**src/scer_pkg.sv**
```systemverilog
// Package with register map, field layout and shared types for the recovery configuration block.
package scer_pkg;

    // ------------------------------------------------------------------
    // Register offsets
    // ------------------------------------------------------------------
    localparam logic [11:0] CLOCK_RECOVERY_MODE_ADDR       = 12'h230;
    localparam logic [11:0] EQUALIZER_BOOST_LANES_0_1_ADDR = 12'h250;
    localparam logic [11:0] RECOVERY_RESET_ADDR            = 12'h206;

    // ------------------------------------------------------------------
    // Field positions
    // ------------------------------------------------------------------
    localparam int HALF_RATE_BIT  = 5;
    localparam int DIVIDER_LSB    = 1;
    localparam int BOOST0_LSB     = 0;
    localparam int BOOST1_LSB     = 4;
    localparam int RESET_BIT      = 0;

    // ------------------------------------------------------------------
    // Reset values and recovery reset write mask
    // ------------------------------------------------------------------
    localparam logic [7:0] CLOCK_RECOVERY_MODE_RST       = 8'h28;
    localparam logic [7:0] EQUALIZER_BOOST_LANES_0_1_RST = 8'h88;
    localparam logic [7:0] RECOVERY_RESET_RST            = 8'h01;
    localparam logic [7:0] RECOVERY_RESET_WMASK          = 8'h01;

    // ------------------------------------------------------------------
    // Encodings and shared types
    // ------------------------------------------------------------------
    typedef enum logic [1:0] {
        SCER_DIV_NONE = 2'h0,
        SCER_DIV_TWO  = 2'h1,
        SCER_DIV_FOUR = 2'h2,
        SCER_DIV_RSVD = 2'h3
    } scer_div_e;

    localparam logic [3:0] BOOST_MANUAL_CODE = 4'h0;

    typedef struct packed {
        logic       write;
        logic       read;
        logic [11:0] addr;
        logic [7:0] wdata;
    } scer_req_s;

    typedef struct packed {
        logic       manual_mode;
        logic [3:0] boost_level;
    } scer_eq_s;

endpackage

```
**src/scer_cdr_eq_config_regs.sv**
```systemverilog
// Recovery mode, recovery reset and equalizer boost registers behind the configuration port.
//
// Function
// - Half-rate enable resets to one; one means half-rate recovery above 6 Gbps.
// - Two-bit divider resets to 00; 00 none, 01 by two, 10 by four.
// - Boost code 0000 puts its PHY into manual equalizer mode.
// - Nonzero boost code is the boost level; low nibble first PHY; both reset 8.
// - Recovery reset resets to one and holds the clock recovery logic while set; equalizer outputs are not held.
`timescale 1ns/100ps
`default_nettype none
module scer_cdr_eq_config_regs (
    input  wire logic              clk,
    input  wire logic              rstn,
    input  wire scer_pkg::scer_req_s req,
    output var  logic [7:0]        rdata,
    output var  logic              rvalid,
    output var  logic              recovery_half_rate_enable,
    output var  scer_pkg::scer_div_e oversample_divider,
    output var  logic              divider_unsupported,
    output var  logic              recovery_logic_reset,
    output var  scer_pkg::scer_eq_s equalizer_boost_first_phy,
    output var  scer_pkg::scer_eq_s equalizer_boost_second_phy
);

    // ------------------------------------------------------------------
    // Register storage
    // ------------------------------------------------------------------
    logic [7:0] mode_reg;
    logic [7:0] mode_next;
    logic [7:0] boost_reg;
    logic [7:0] boost_next;
    logic [7:0] rst_reg;
    logic [7:0] rst_next;
    logic [7:0] rdata_reg;
    logic [7:0] rdata_next;
    logic       rvalid_reg;
    logic       rvalid_next;
    logic       half_reg;
    logic       half_next;
    logic [1:0] div_reg;
    logic [1:0] div_next;
    logic       unsup_reg;
    logic       unsup_next;
    logic       prst_reg;
    logic       prst_next;

    // ------------------------------------------------------------------
    // Register decode
    // ------------------------------------------------------------------
    // Writes land in storage at the taking edge; outputs follow one edge later.
    always_comb begin
        mode_next  = mode_reg;
        boost_next = boost_reg;
        rst_next   = rst_reg;
        if (req.write) begin
            unique case (req.addr)
                scer_pkg::CLOCK_RECOVERY_MODE_ADDR: begin
                    mode_next = req.wdata;
                end
                scer_pkg::EQUALIZER_BOOST_LANES_0_1_ADDR: begin
                    boost_next = req.wdata;
                end
                scer_pkg::RECOVERY_RESET_ADDR: begin
                    rst_next = req.wdata & scer_pkg::RECOVERY_RESET_WMASK;
                end
                default: begin
                    mode_next = mode_reg;
                end
            endcase
        end
        rvalid_next = req.read;
        rdata_next  = 8'h00;
        if (req.read) begin
            unique case (req.addr)
                scer_pkg::CLOCK_RECOVERY_MODE_ADDR: begin
                    rdata_next = mode_reg;
                end
                scer_pkg::EQUALIZER_BOOST_LANES_0_1_ADDR: begin
                    rdata_next = boost_reg;
                end
                scer_pkg::RECOVERY_RESET_ADDR: begin
                    rdata_next = rst_reg;
                end
                default: begin
                    rdata_next = 8'h00;
                end
            endcase
        end
        half_next  = mode_reg[scer_pkg::HALF_RATE_BIT];
        div_next   = mode_reg[scer_pkg::DIVIDER_LSB +: 2];
        unsup_next = (mode_reg[scer_pkg::DIVIDER_LSB +: 2] == 2'h3);
        prst_next  = rst_reg[scer_pkg::RESET_BIT];
    end

    always_ff @(posedge clk or negedge rstn) begin
        if (!rstn) begin
            mode_reg   <= scer_pkg::CLOCK_RECOVERY_MODE_RST;
            boost_reg  <= scer_pkg::EQUALIZER_BOOST_LANES_0_1_RST;
            rst_reg    <= scer_pkg::RECOVERY_RESET_RST;
            rdata_reg  <= 8'h00;
            rvalid_reg <= 1'b0;
            half_reg   <= scer_pkg::CLOCK_RECOVERY_MODE_RST[scer_pkg::HALF_RATE_BIT];
            div_reg    <= scer_pkg::CLOCK_RECOVERY_MODE_RST[scer_pkg::DIVIDER_LSB +: 2];
            unsup_reg  <= 1'b0;
            prst_reg   <= scer_pkg::RECOVERY_RESET_RST[scer_pkg::RESET_BIT];
        end else begin
            mode_reg   <= mode_next;
            boost_reg  <= boost_next;
            rst_reg    <= rst_next;
            rdata_reg  <= rdata_next;
            rvalid_reg <= rvalid_next;
            half_reg   <= half_next;
            div_reg    <= div_next;
            unsup_reg  <= unsup_next;
            prst_reg   <= prst_next;
        end
    end

    // ------------------------------------------------------------------
    // Equalizer decode per PHY
    // ------------------------------------------------------------------
    scer_pkg::scer_eq_s eq_out [2];

    for (genvar i = 0; i < 2; i++) begin : g_eq
        scer_eq_decode u_dec (
            .clk  (clk),
            .rstn (rstn),
            .code (boost_reg[i*4 +: 4]),
            .eq   (eq_out[i])
        );
    end

    assign rdata                      = rdata_reg;
    assign rvalid                     = rvalid_reg;
    assign recovery_half_rate_enable  = half_reg;
    assign oversample_divider         = scer_pkg::scer_div_e'(div_reg);
    assign divider_unsupported        = unsup_reg;
    assign recovery_logic_reset       = prst_reg;
    assign equalizer_boost_first_phy  = eq_out[0];
    assign equalizer_boost_second_phy = eq_out[1];
endmodule
`default_nettype wire

```
**src/scer_eq_decode.sv**
```systemverilog
// Decoder from one equalizer boost code to manual mode or a boost level.
`timescale 1ns/100ps
`default_nettype none
module scer_eq_decode (
    input  wire logic       clk,
    input  wire logic       rstn,
    input  wire logic [3:0] code,
    output var  scer_pkg::scer_eq_s eq
);
    scer_pkg::scer_eq_s eq_reg;
    scer_pkg::scer_eq_s eq_next;

    always_comb begin
        eq_next.manual_mode = (code == scer_pkg::BOOST_MANUAL_CODE);
        eq_next.boost_level = code;
    end

    always_ff @(posedge clk or negedge rstn) begin
        if (!rstn) begin
            eq_reg <= '{manual_mode: 1'b0,
                        boost_level: scer_pkg::EQUALIZER_BOOST_LANES_0_1_RST[scer_pkg::BOOST0_LSB +: 4]};
        end else begin
            eq_reg <= eq_next;
        end
    end

    assign eq = eq_reg;
endmodule
`default_nettype wire

```
**config.mk**
```make
export PLATFORM = sky130hd
export DESIGN_NAME = scer_cdr_eq_config_regs
export DESIGN_NICKNAME = d
export VERILOG_FILES = /design/src/scer_pkg.sv /design/src/scer_cdr_eq_config_regs.sv /design/src/scer_eq_decode.sv
export SDC_FILE = /design/constraint.sdc
export NUM_CORES = 1
export LEC_CHECK = 0
export BUFFER_PORTS_ARGS = -buffer_cell sky130_fd_sc_hd__buf_2
export CORE_ASPECT_RATIO = 0.6
export CORE_UTILIZATION = 49
export DETAILED_ROUTE_END_ITERATION = 12
export PLACE_DENSITY = 0.77
export SYNTH_ARGS = -nofsm -noshare
export SYNTH_HDL_FRONTEND = slang
export SYNTH_SLANG_ARGS = --single-unit
```
**constraint.sdc**
```tcl
create_clock -name clk -period 1.65 [get_ports clk]
set_clock_uncertainty 0.2 [all_clocks]
set_input_delay 0.0825 -clock clk [delete_from_list [all_inputs] [get_ports clk]]
set_output_delay 0.0825 -clock clk [all_outputs]
set_load 0.005 [all_outputs]
```
Word level (Yosys, flattened, before mapping)
Cells that the tools add are included.
Word-level totals
  bits of input ports: 24
  output and inout bits: 24
  flip-flop bits (word level): 41
Cells by class
  reductions and logical operators: 5
  equality and inequality tests: 4
  muxes and demuxes: 2
Operators with widths (number)
  $eq A12 B10 Y1 const B: 3
  $pmux W8 S3: 1
  $logic_not A4 Y1: 2
  $mux W8: 1
  $reduce_and A2 Y1: 3
  $eq A2 B2 Y1 const B: 1

Depth between registers and ports, before layout
Gate-level depths: netlist of the first run.
  depth in word-level cells: 3
  depth in mapped cells: 4

Modules after synthesis
A second synthesis of the first run with hierarchy kept.
Unflattened totals
  cells, all modules: 106
  area total of the unflattened synthesis: 1581.5 µm²
By module, submodules not included
  scer_cdr_eq_config_regs: cells each 94, times used 1, area an instance 1303.8 µm², seq. area each 784.5 µm²
  scer_eq_decode: cells each 6, times used 2, area an instance 138.9 µm², seq. area each 126.4 µm²

Worst setup path after synthesis of the first run
Ideal clock, no wire load.
  path kind: input port to flip-flop
  from: input req[16] (netlist bit)
  to: register boost_reg[0]
  setup time: 0.125 ns
  stages: 3
  buffers on the path: 0
  arrival: 1.516 ns
  path slack: -0.191 ns
  cells stage by stage: or4b_4 -> nor4_4 -> mux2_2
Between the ends
  word-level cells in the longest chain between the ends: 2
Ends and longest elaborated chain
  from (decl): line scer_cdr_eq_config_regs.sv:14  | input wire scer_pkg::scer_req_s req,
  $eq A12 B10 Y1: line scer_cdr_eq_config_regs.sv:56  | unique case (req.addr)
  $reduce_and A2 Y1 (no source line)
  to (signal assigned): line scer_cdr_eq_config_regs.sv:98  | boost_reg <= scer_pkg::EQUALIZER_BOOST_LANES_0_1_RST;
  to (signal assigned): line scer_cdr_eq_config_regs.sv:108  | boost_reg <= boost_next;
  to (decl): line scer_cdr_eq_config_regs.sv:30  | logic [7:0] boost_reg;
Every way passes these cells.
A chain may end at the register's enable or synchronous reset.

Final worst setup path of the first run
  from: input req[16] (netlist bit)
  to: register mode_reg[7]
Between the ends
  word-level cells in the longest chain between the ends: 2
Ends and longest elaborated chain
  $eq A12 B10 Y1: line scer_cdr_eq_config_regs.sv:56
  $reduce_and A2 Y1 (no source line)
  to (signal assigned): line scer_cdr_eq_config_regs.sv:97  | mode_reg <= scer_pkg::CLOCK_RECOVERY_MODE_RST;
  to (signal assigned): line scer_cdr_eq_config_regs.sv:107  | mode_reg <= mode_next;
  to (decl): line scer_cdr_eq_config_regs.sv:28  | logic [7:0] mode_reg;
Every way passes these cells.

==> flow_metrics.tcl, run 1 <==
set metrics [dict create \
    synth_top_area_share 0.5233 \
    ios 48 \
    cts_root_buf "clkbuf_8" \
    fmaxAchievable_mhz 620.5 \
    die_area_sq_um 3358 \
    status "completed" \
    cts_buffers 5 \
    postCtsSetupRepairBufs 0 \
    syn_area_sq_um 1530 \
    cts_tree "done" \
    vias 1104 \
    drc 0 \
    reg2reg_from "rst_reg[0]$_DFFE_PN1P_" \
    cts_sinks 41 \
    grt_pass1_wl_mm 5.223 \
    yosysMostFrequentCell "dfrtp_1" \
    synth_edf_count 0 \
    via_per_inst 5.232 \
    dp_slack_ps -246.2 \
    synth_commonest_cells "dfrtp_1, mux2_2, dfstp_2, a22oi_1, nor3_1" \
    synth_cell_types 23 \
    synth_nets 124 \
    hold_end "rdata[0]$_DFF_PN0_" \
    cts.htree.levels 2 \
    async_flop_share 1.000 \
    syn_to_final_growth_pct 37.78 \
    cp-end-kind "flop" \
    clock_latency_ps 280 \
    num-nets-final 192 \
    synth_top_cell_by_area "dfrtp_1" \
    cp_data_arrival_time_ps 1580 \
    fin_area_sq_um 2108 \
    ant_nets 0 \
    avgRoutedWirePerCell_microns 15.93 \
    worst_slew_pin_slew_ps 545.7 \
    finalSetupViolCount 0 \
    r2r_cells 3 \
    worst_slack_ps 38.52 \
    rsz0062_at_grt "false" \
    period_share 0.9767 \
    drt_wl_total_mm 3.361 \
    holdWs_ps 20.24 \
    instances_no_fill 211 \
    synth_cells 100 \
    reg2reg_to "rdata[0]$_DFF_PN0_" \
    use_met3 0.09375 \
    track_usage 0.2301 \
    grt_max_degree 23 \
    grt.overflow.total 0 \
    cp.required_ps 1620 \
    ys_warn_count 0 \
    placed_cells 191 \
    leakage_nw 1.024 \
    top_usage_layer "met2" \
    min-delay-path-class "in -> reg" \
    synth_flop_cell "dfrtp_1" \
    power_density_nw_per_um2 823.0 \
    avgSynthCellArea_sq_um 15.30 \
    cts_hold_buf 12 \
    drtPass1Iterations 4 \
    die_x_microns 74.15 \
    antenna_found_initial 0 \
    drive_above_1_share 0.5799 \
    start_util 0.5226 \
    min-delay-start "req[12]" \
    ys_seq_area_frac 0.6778 \
    numPortBuffers 47 \
    gr-usage-met2 0.3400 \
    grt_use_met1 0.3024 \
    place_congestion 0.7685 \
    die_h_microns 45.29 \
    ys_ff_latch 41 \
    drtIter0Drc 41 \
    grt_pass1_vias 1040 \
    ff2ff_setup_slack_ps 150 \
    antenna_cells 0 \
    rows 15 \
    critPathLaunchType "input pin" \
    ir_drop_uv 433.7 \
    synth_area_leaders "dfrtp_1, dfstp_2, mux2_2" \
    fin_crit_ps 1611 \
    cap_violations 0 \
    cts_resized 0 \
    crit_type "in -> reg" \
    clock_path_buffers 2 \
    hold_depth 4 \
    cts.clk_slew.worst_paths_ps 70 \
    path_max_fanout 5 \
    largest_register_ff_count 10 \
    maxSlewViolCount 0 \
    placed_cell_area_sq_um 1908 \
    hpwl_mm 2.294 \
    final_hold_viol_count 0 \
    core_sq_um 2928 \
    relSlewSlack 0.6354 \
]
==> layer usage <==
metal | part of all wire | up-vias
met5 | 0 | -
met4 | 0.022 | 0
met3 | 0.058 | 9
met2 | 0.48 | 43
met1 | 0.44 | 554
li1 | - | 498
==> area by class of cell <==
type	instances	area (sq um)
inverter	2	7.507
timing repair buffer	65	412.9
multi-input combinational	53	518.0
tap	42	52.55
clock buffer	8	80.08
sequential	41	1037
fill	208	819.5
==> worst max-delay path by stage <==
stage                     cells past startpoint  slack [ps]                        to    start
after floorplan                               3        -150  boost_reg[0]$_DFFE_PN0P_  req[16]
after global placement                        5        -210  boost_reg[2]$_DFFE_PN0P_  req[16]
after detailed placement                      5        -250  boost_reg[4]$_DFFE_PN0P_  req[16]
after CTS                                     5          50  boost_reg[4]$_DFFE_PN0P_  req[16]
after global routing                          5           5  boost_reg[4]$_DFFE_PN0P_  req[16]
final                                         5          40   mode_reg[7]$_DFFE_PN0P_  req[16]
==> report_power, final <==
group	switching, W	total (W)	leakage [nW]	internal, W
Clock	0.000304	0.000604	0.0395	0.000300
Sequential	0.00000249	0.00101	0.527	0.00101
Combinational	0.0000606	0.000117	0.458	0.0000566
==> placed cells by master (no fill, tap or decap), types with 2 or more instances in the layout <==
cell type	n
buf_4	5
nand3b_1	2
nor4_4	2
or3_1	2
nor2b_1	2
a22oi_1	7
dfrtp_1	32
dlygate4sd3_1	12
or4b_4	2
nor4_1	3
nor3_2	6
mux2_4	2
dfstp_2	9
clkbuf_1	3
nand2b_1	2
inv_1	2
buf_2	47
mux2_2	15
clkbuf_8	5
==> through the flow <==
step	util	power [W]	TNS [ps]
floorplan	-	0.001061	-2145
global placement	0.6517	0.001122	-4046
detailed placement	0.6517	0.001126	-4467
CTS	0.7201	0.001753	0
global route	0.7201	0.001808	0
finish	0.7201	0.001735	0
==> worst max-delay path, stage by stage <==
cell	delay [ps]
buf_2	100
or4b_4	580
nor4_4	270
buf_4	200
mux2_2	350
==> kinds of logic after synthesis <==
| logic type | count (synthesis) | synth area share |
|---|---|---|
| buffers and inverters | 6 | 0.01553 |
| and+or+nand+nor | 26 | 0.1300 |
| DFF | 41 | 0.6778 |
| AOI/OAI and AO/OA | 10 | 0.05152 |
| muxes | 17 | 0.1251 |
No activity file was read; power rests on OpenSTA's default activity.
==> inputs of run 2 (changes only) <==
--- a/config.mk
+++ b/config.mk
@@ -7,9 +7,9 @@
 export LEC_CHECK = 0
 export BUFFER_PORTS_ARGS = -buffer_cell sky130_fd_sc_hd__buf_2
 export CORE_ASPECT_RATIO = 0.6
-export CORE_UTILIZATION = 49
+export CORE_UTILIZATION = 45
 export DETAILED_ROUTE_END_ITERATION = 12
-export PLACE_DENSITY = 0.77
+export PLACE_DENSITY = 0.72
 export SYNTH_ARGS = -nofsm -noshare
 export SYNTH_HDL_FRONTEND = slang
 export SYNTH_SLANG_ARGS = --single-unit
==> flow_metrics.tcl, run 2 (synthesis results as in run 1) <==
set metrics [dict create \
    min-delay-path-class "in -> reg" \
    start_util 0.5033 \
    drive_above_1_share 0.5943 \
    hold_depth 4 \
    syn_to_final_growth_pct 42.11 \
    maxSlewViolCount 0 \
    tns_ps 0 \
    cp-end-kind "flop" \
    path_max_fanout 3 \
    drt_wl_total_mm 3.170 \
    fmaxAchievable_mhz 627.1 \
    cts_tree "done" \
    fillers 221 \
    min-delay-start "req[12]" \
    drtIter0Drc 51 \
    cp.required_ps 1650 \
    track_usage 0.1959 \
    cts.htree.levels 2 \
    die_area_sq_um 3645 \
    fin_area_sq_um 2175 \
    final_common_cell "buf_2" \
    cap_violations 0 \
    avgRoutedWirePerCell_microns 14.61 \
    crit_type "in -> reg" \
    ant_nets 0 \
    seq_area_sq_um 1037 \
    core_sq_um 3040 \
    rows 15 \
    num-nets-final 198 \
    cts_buffers 5 \
    holdWs_ps -9.604 \
    finalSetupViolCount 0 \
    grt_max_degree 22 \
    critPathLaunchType "input pin" \
    ff2ff_setup_slack_ps 190 \
    die_x_microns 77.28 \
    drtPass1Iterations 5 \
    period_share 0.9665 \
    hold_end "rdata[0]$_DFF_PN0_" \
    numPortBuffers 47 \
    clock_latency_ps 290 \
    finalPower_w 0.001751 \
    grt.overflow.total 0 \
    postCtsSetupRepairBufs 0 \
    clock_path_buffers 2 \
    drc 0 \
    rsz0062_at_grt "false" \
    failed_checks "hold timing" \
    status "finished, violations left" \
    cts.clk_slew.worst_paths_ps 70 \
    reg2reg_from "rst_reg[0]$_DFFE_PN1P_" \
    die_h_microns 47.17 \
    power_density_nw_per_um2 805.0 \
    largest_register_ff_count 10 \
    final_cell_mix "buf_2, dfrtp_1, mux2_2, dlygate4sd3_1, dfstp_2" \
    multiInputGateArea_sq_um 521.8 \
    via_per_inst 4.848 \
    ios 48 \
    worst_slew_pin_slew_ps 470.7 \
    cts_root_buf "clkbuf_8" \
    fin_crit_ps 1595 \
    ir_drop_uv 603.6 \
    cp_data_arrival_time_ps 1600 \
    grt_pass1_wl_mm 5.030 \
    antenna_found_initial 0 \
    vias 1052 \
    final_hold_viol_count 1 \
    hpwl_mm 2.238 \
    placed_cell_area_sq_um 1931 \
    leakage_nw 1.061 \
    reg2reg_to "rdata[0]$_DFF_PN0_" \
    antenna_cells 0 \
    grt_pass1_vias 1024 \
    relSlewSlack 0.6862 \
    place_congestion 0.8150 \
    cts_sinks 41 \
    r2r_cells 3 \
]
[run 2: cell count changes in the layout (fill, tap and decap cells not counted), sizes merged]
cell         before  now
clkinv            0    2
clkbuf            8    6
buf              53   56
dlygate4sd3      12   15
[run 2: layout make-up]
| class | instances | share of cell area |
|---|---|---|
| sequential | 41 | 0.4770 |
| multi-input combinational | 53 | 0.2399 |
| timing repair buffer | 71 | 0.2175 |
| clock buffer | 6 | 0.03337 |
| tap | 42 | 0.02417 |
| clock inverter | 2 | 0.004603 |
| inverter | 2 | 0.003452 |
[run 2: worst max path at each step]
stage | slack, ps | endpoint | startpoint
final | 60 | rdata[5]$_DFF_PN0_ | req[15]
after global routing | 10 | boost_reg[4]$_DFFE_PN0P_ | req[16]
after CTS | 50 | rdata[0]$_DFF_PN0_ | req[15]
after global placement | -200 | mode_reg[4]$_DFFE_PN0P_ | req[16]
after floorplan | -150 | boost_reg[0]$_DFFE_PN0P_ | req[16]
after detailed placement | -240 | boost_reg[6]$_DFFE_PN0P_ | req[16]
[run 2: what timing repair did]
action | CTS | global route
resized for setup | 0 | 3
hold endpoints to repair | 54 | 0
endpoints found under the setup margin | 0 | 5
hold buffers | 15 | 0
[run 2: per-layer routing]
layer | wire, microns | track usage | up-vias | share of wire
li1 | - | - | 510 | -
met1 | 1419 | 0.2642 | 499 | 0.45
met2 | 1483 | 0.3044 | 37 | 0.47
met3 | 217 | 0.06796 | 6 | 0.068
met4 | 51 | 0.06792 | 0 | 0.016
met5 | 0 | 0 | - | 0
[run 2: per-stage QoR]
step	setup WS [ps]	instances	utilization	hold WS [ps]
floorplan	-147.4	100	-	-413.1
global placement	-195.6	194	0.6350	-139.9
detailed placement	-241.6	194	0.6350	-140.7
CTS	50.85	217	0.7115	-9.534
global route	12.12	217	0.7152	6.119
finish	55.33	217	0.7152	-9.604
[run 2: where the power goes]
| part | internal (W) | total, W | switching, W |
|---|---|---|---|
| Clock | 0.000293 | 0.000613 | 0.000320 |
| Sequential | 0.00101 | 0.00101 | 0.00000231 |
| Combinational | 0.0000646 | 0.000124 | 0.0000594 |
| Total | 0.00137 | 0.00175 | 0.000382 |
[run 2: worst max-delay path, cell delays in order]
cell           delay, ps
buf_2                110
dlygate4sd3_1        560
or4_4                560
buf_4                170
nor3_2               120
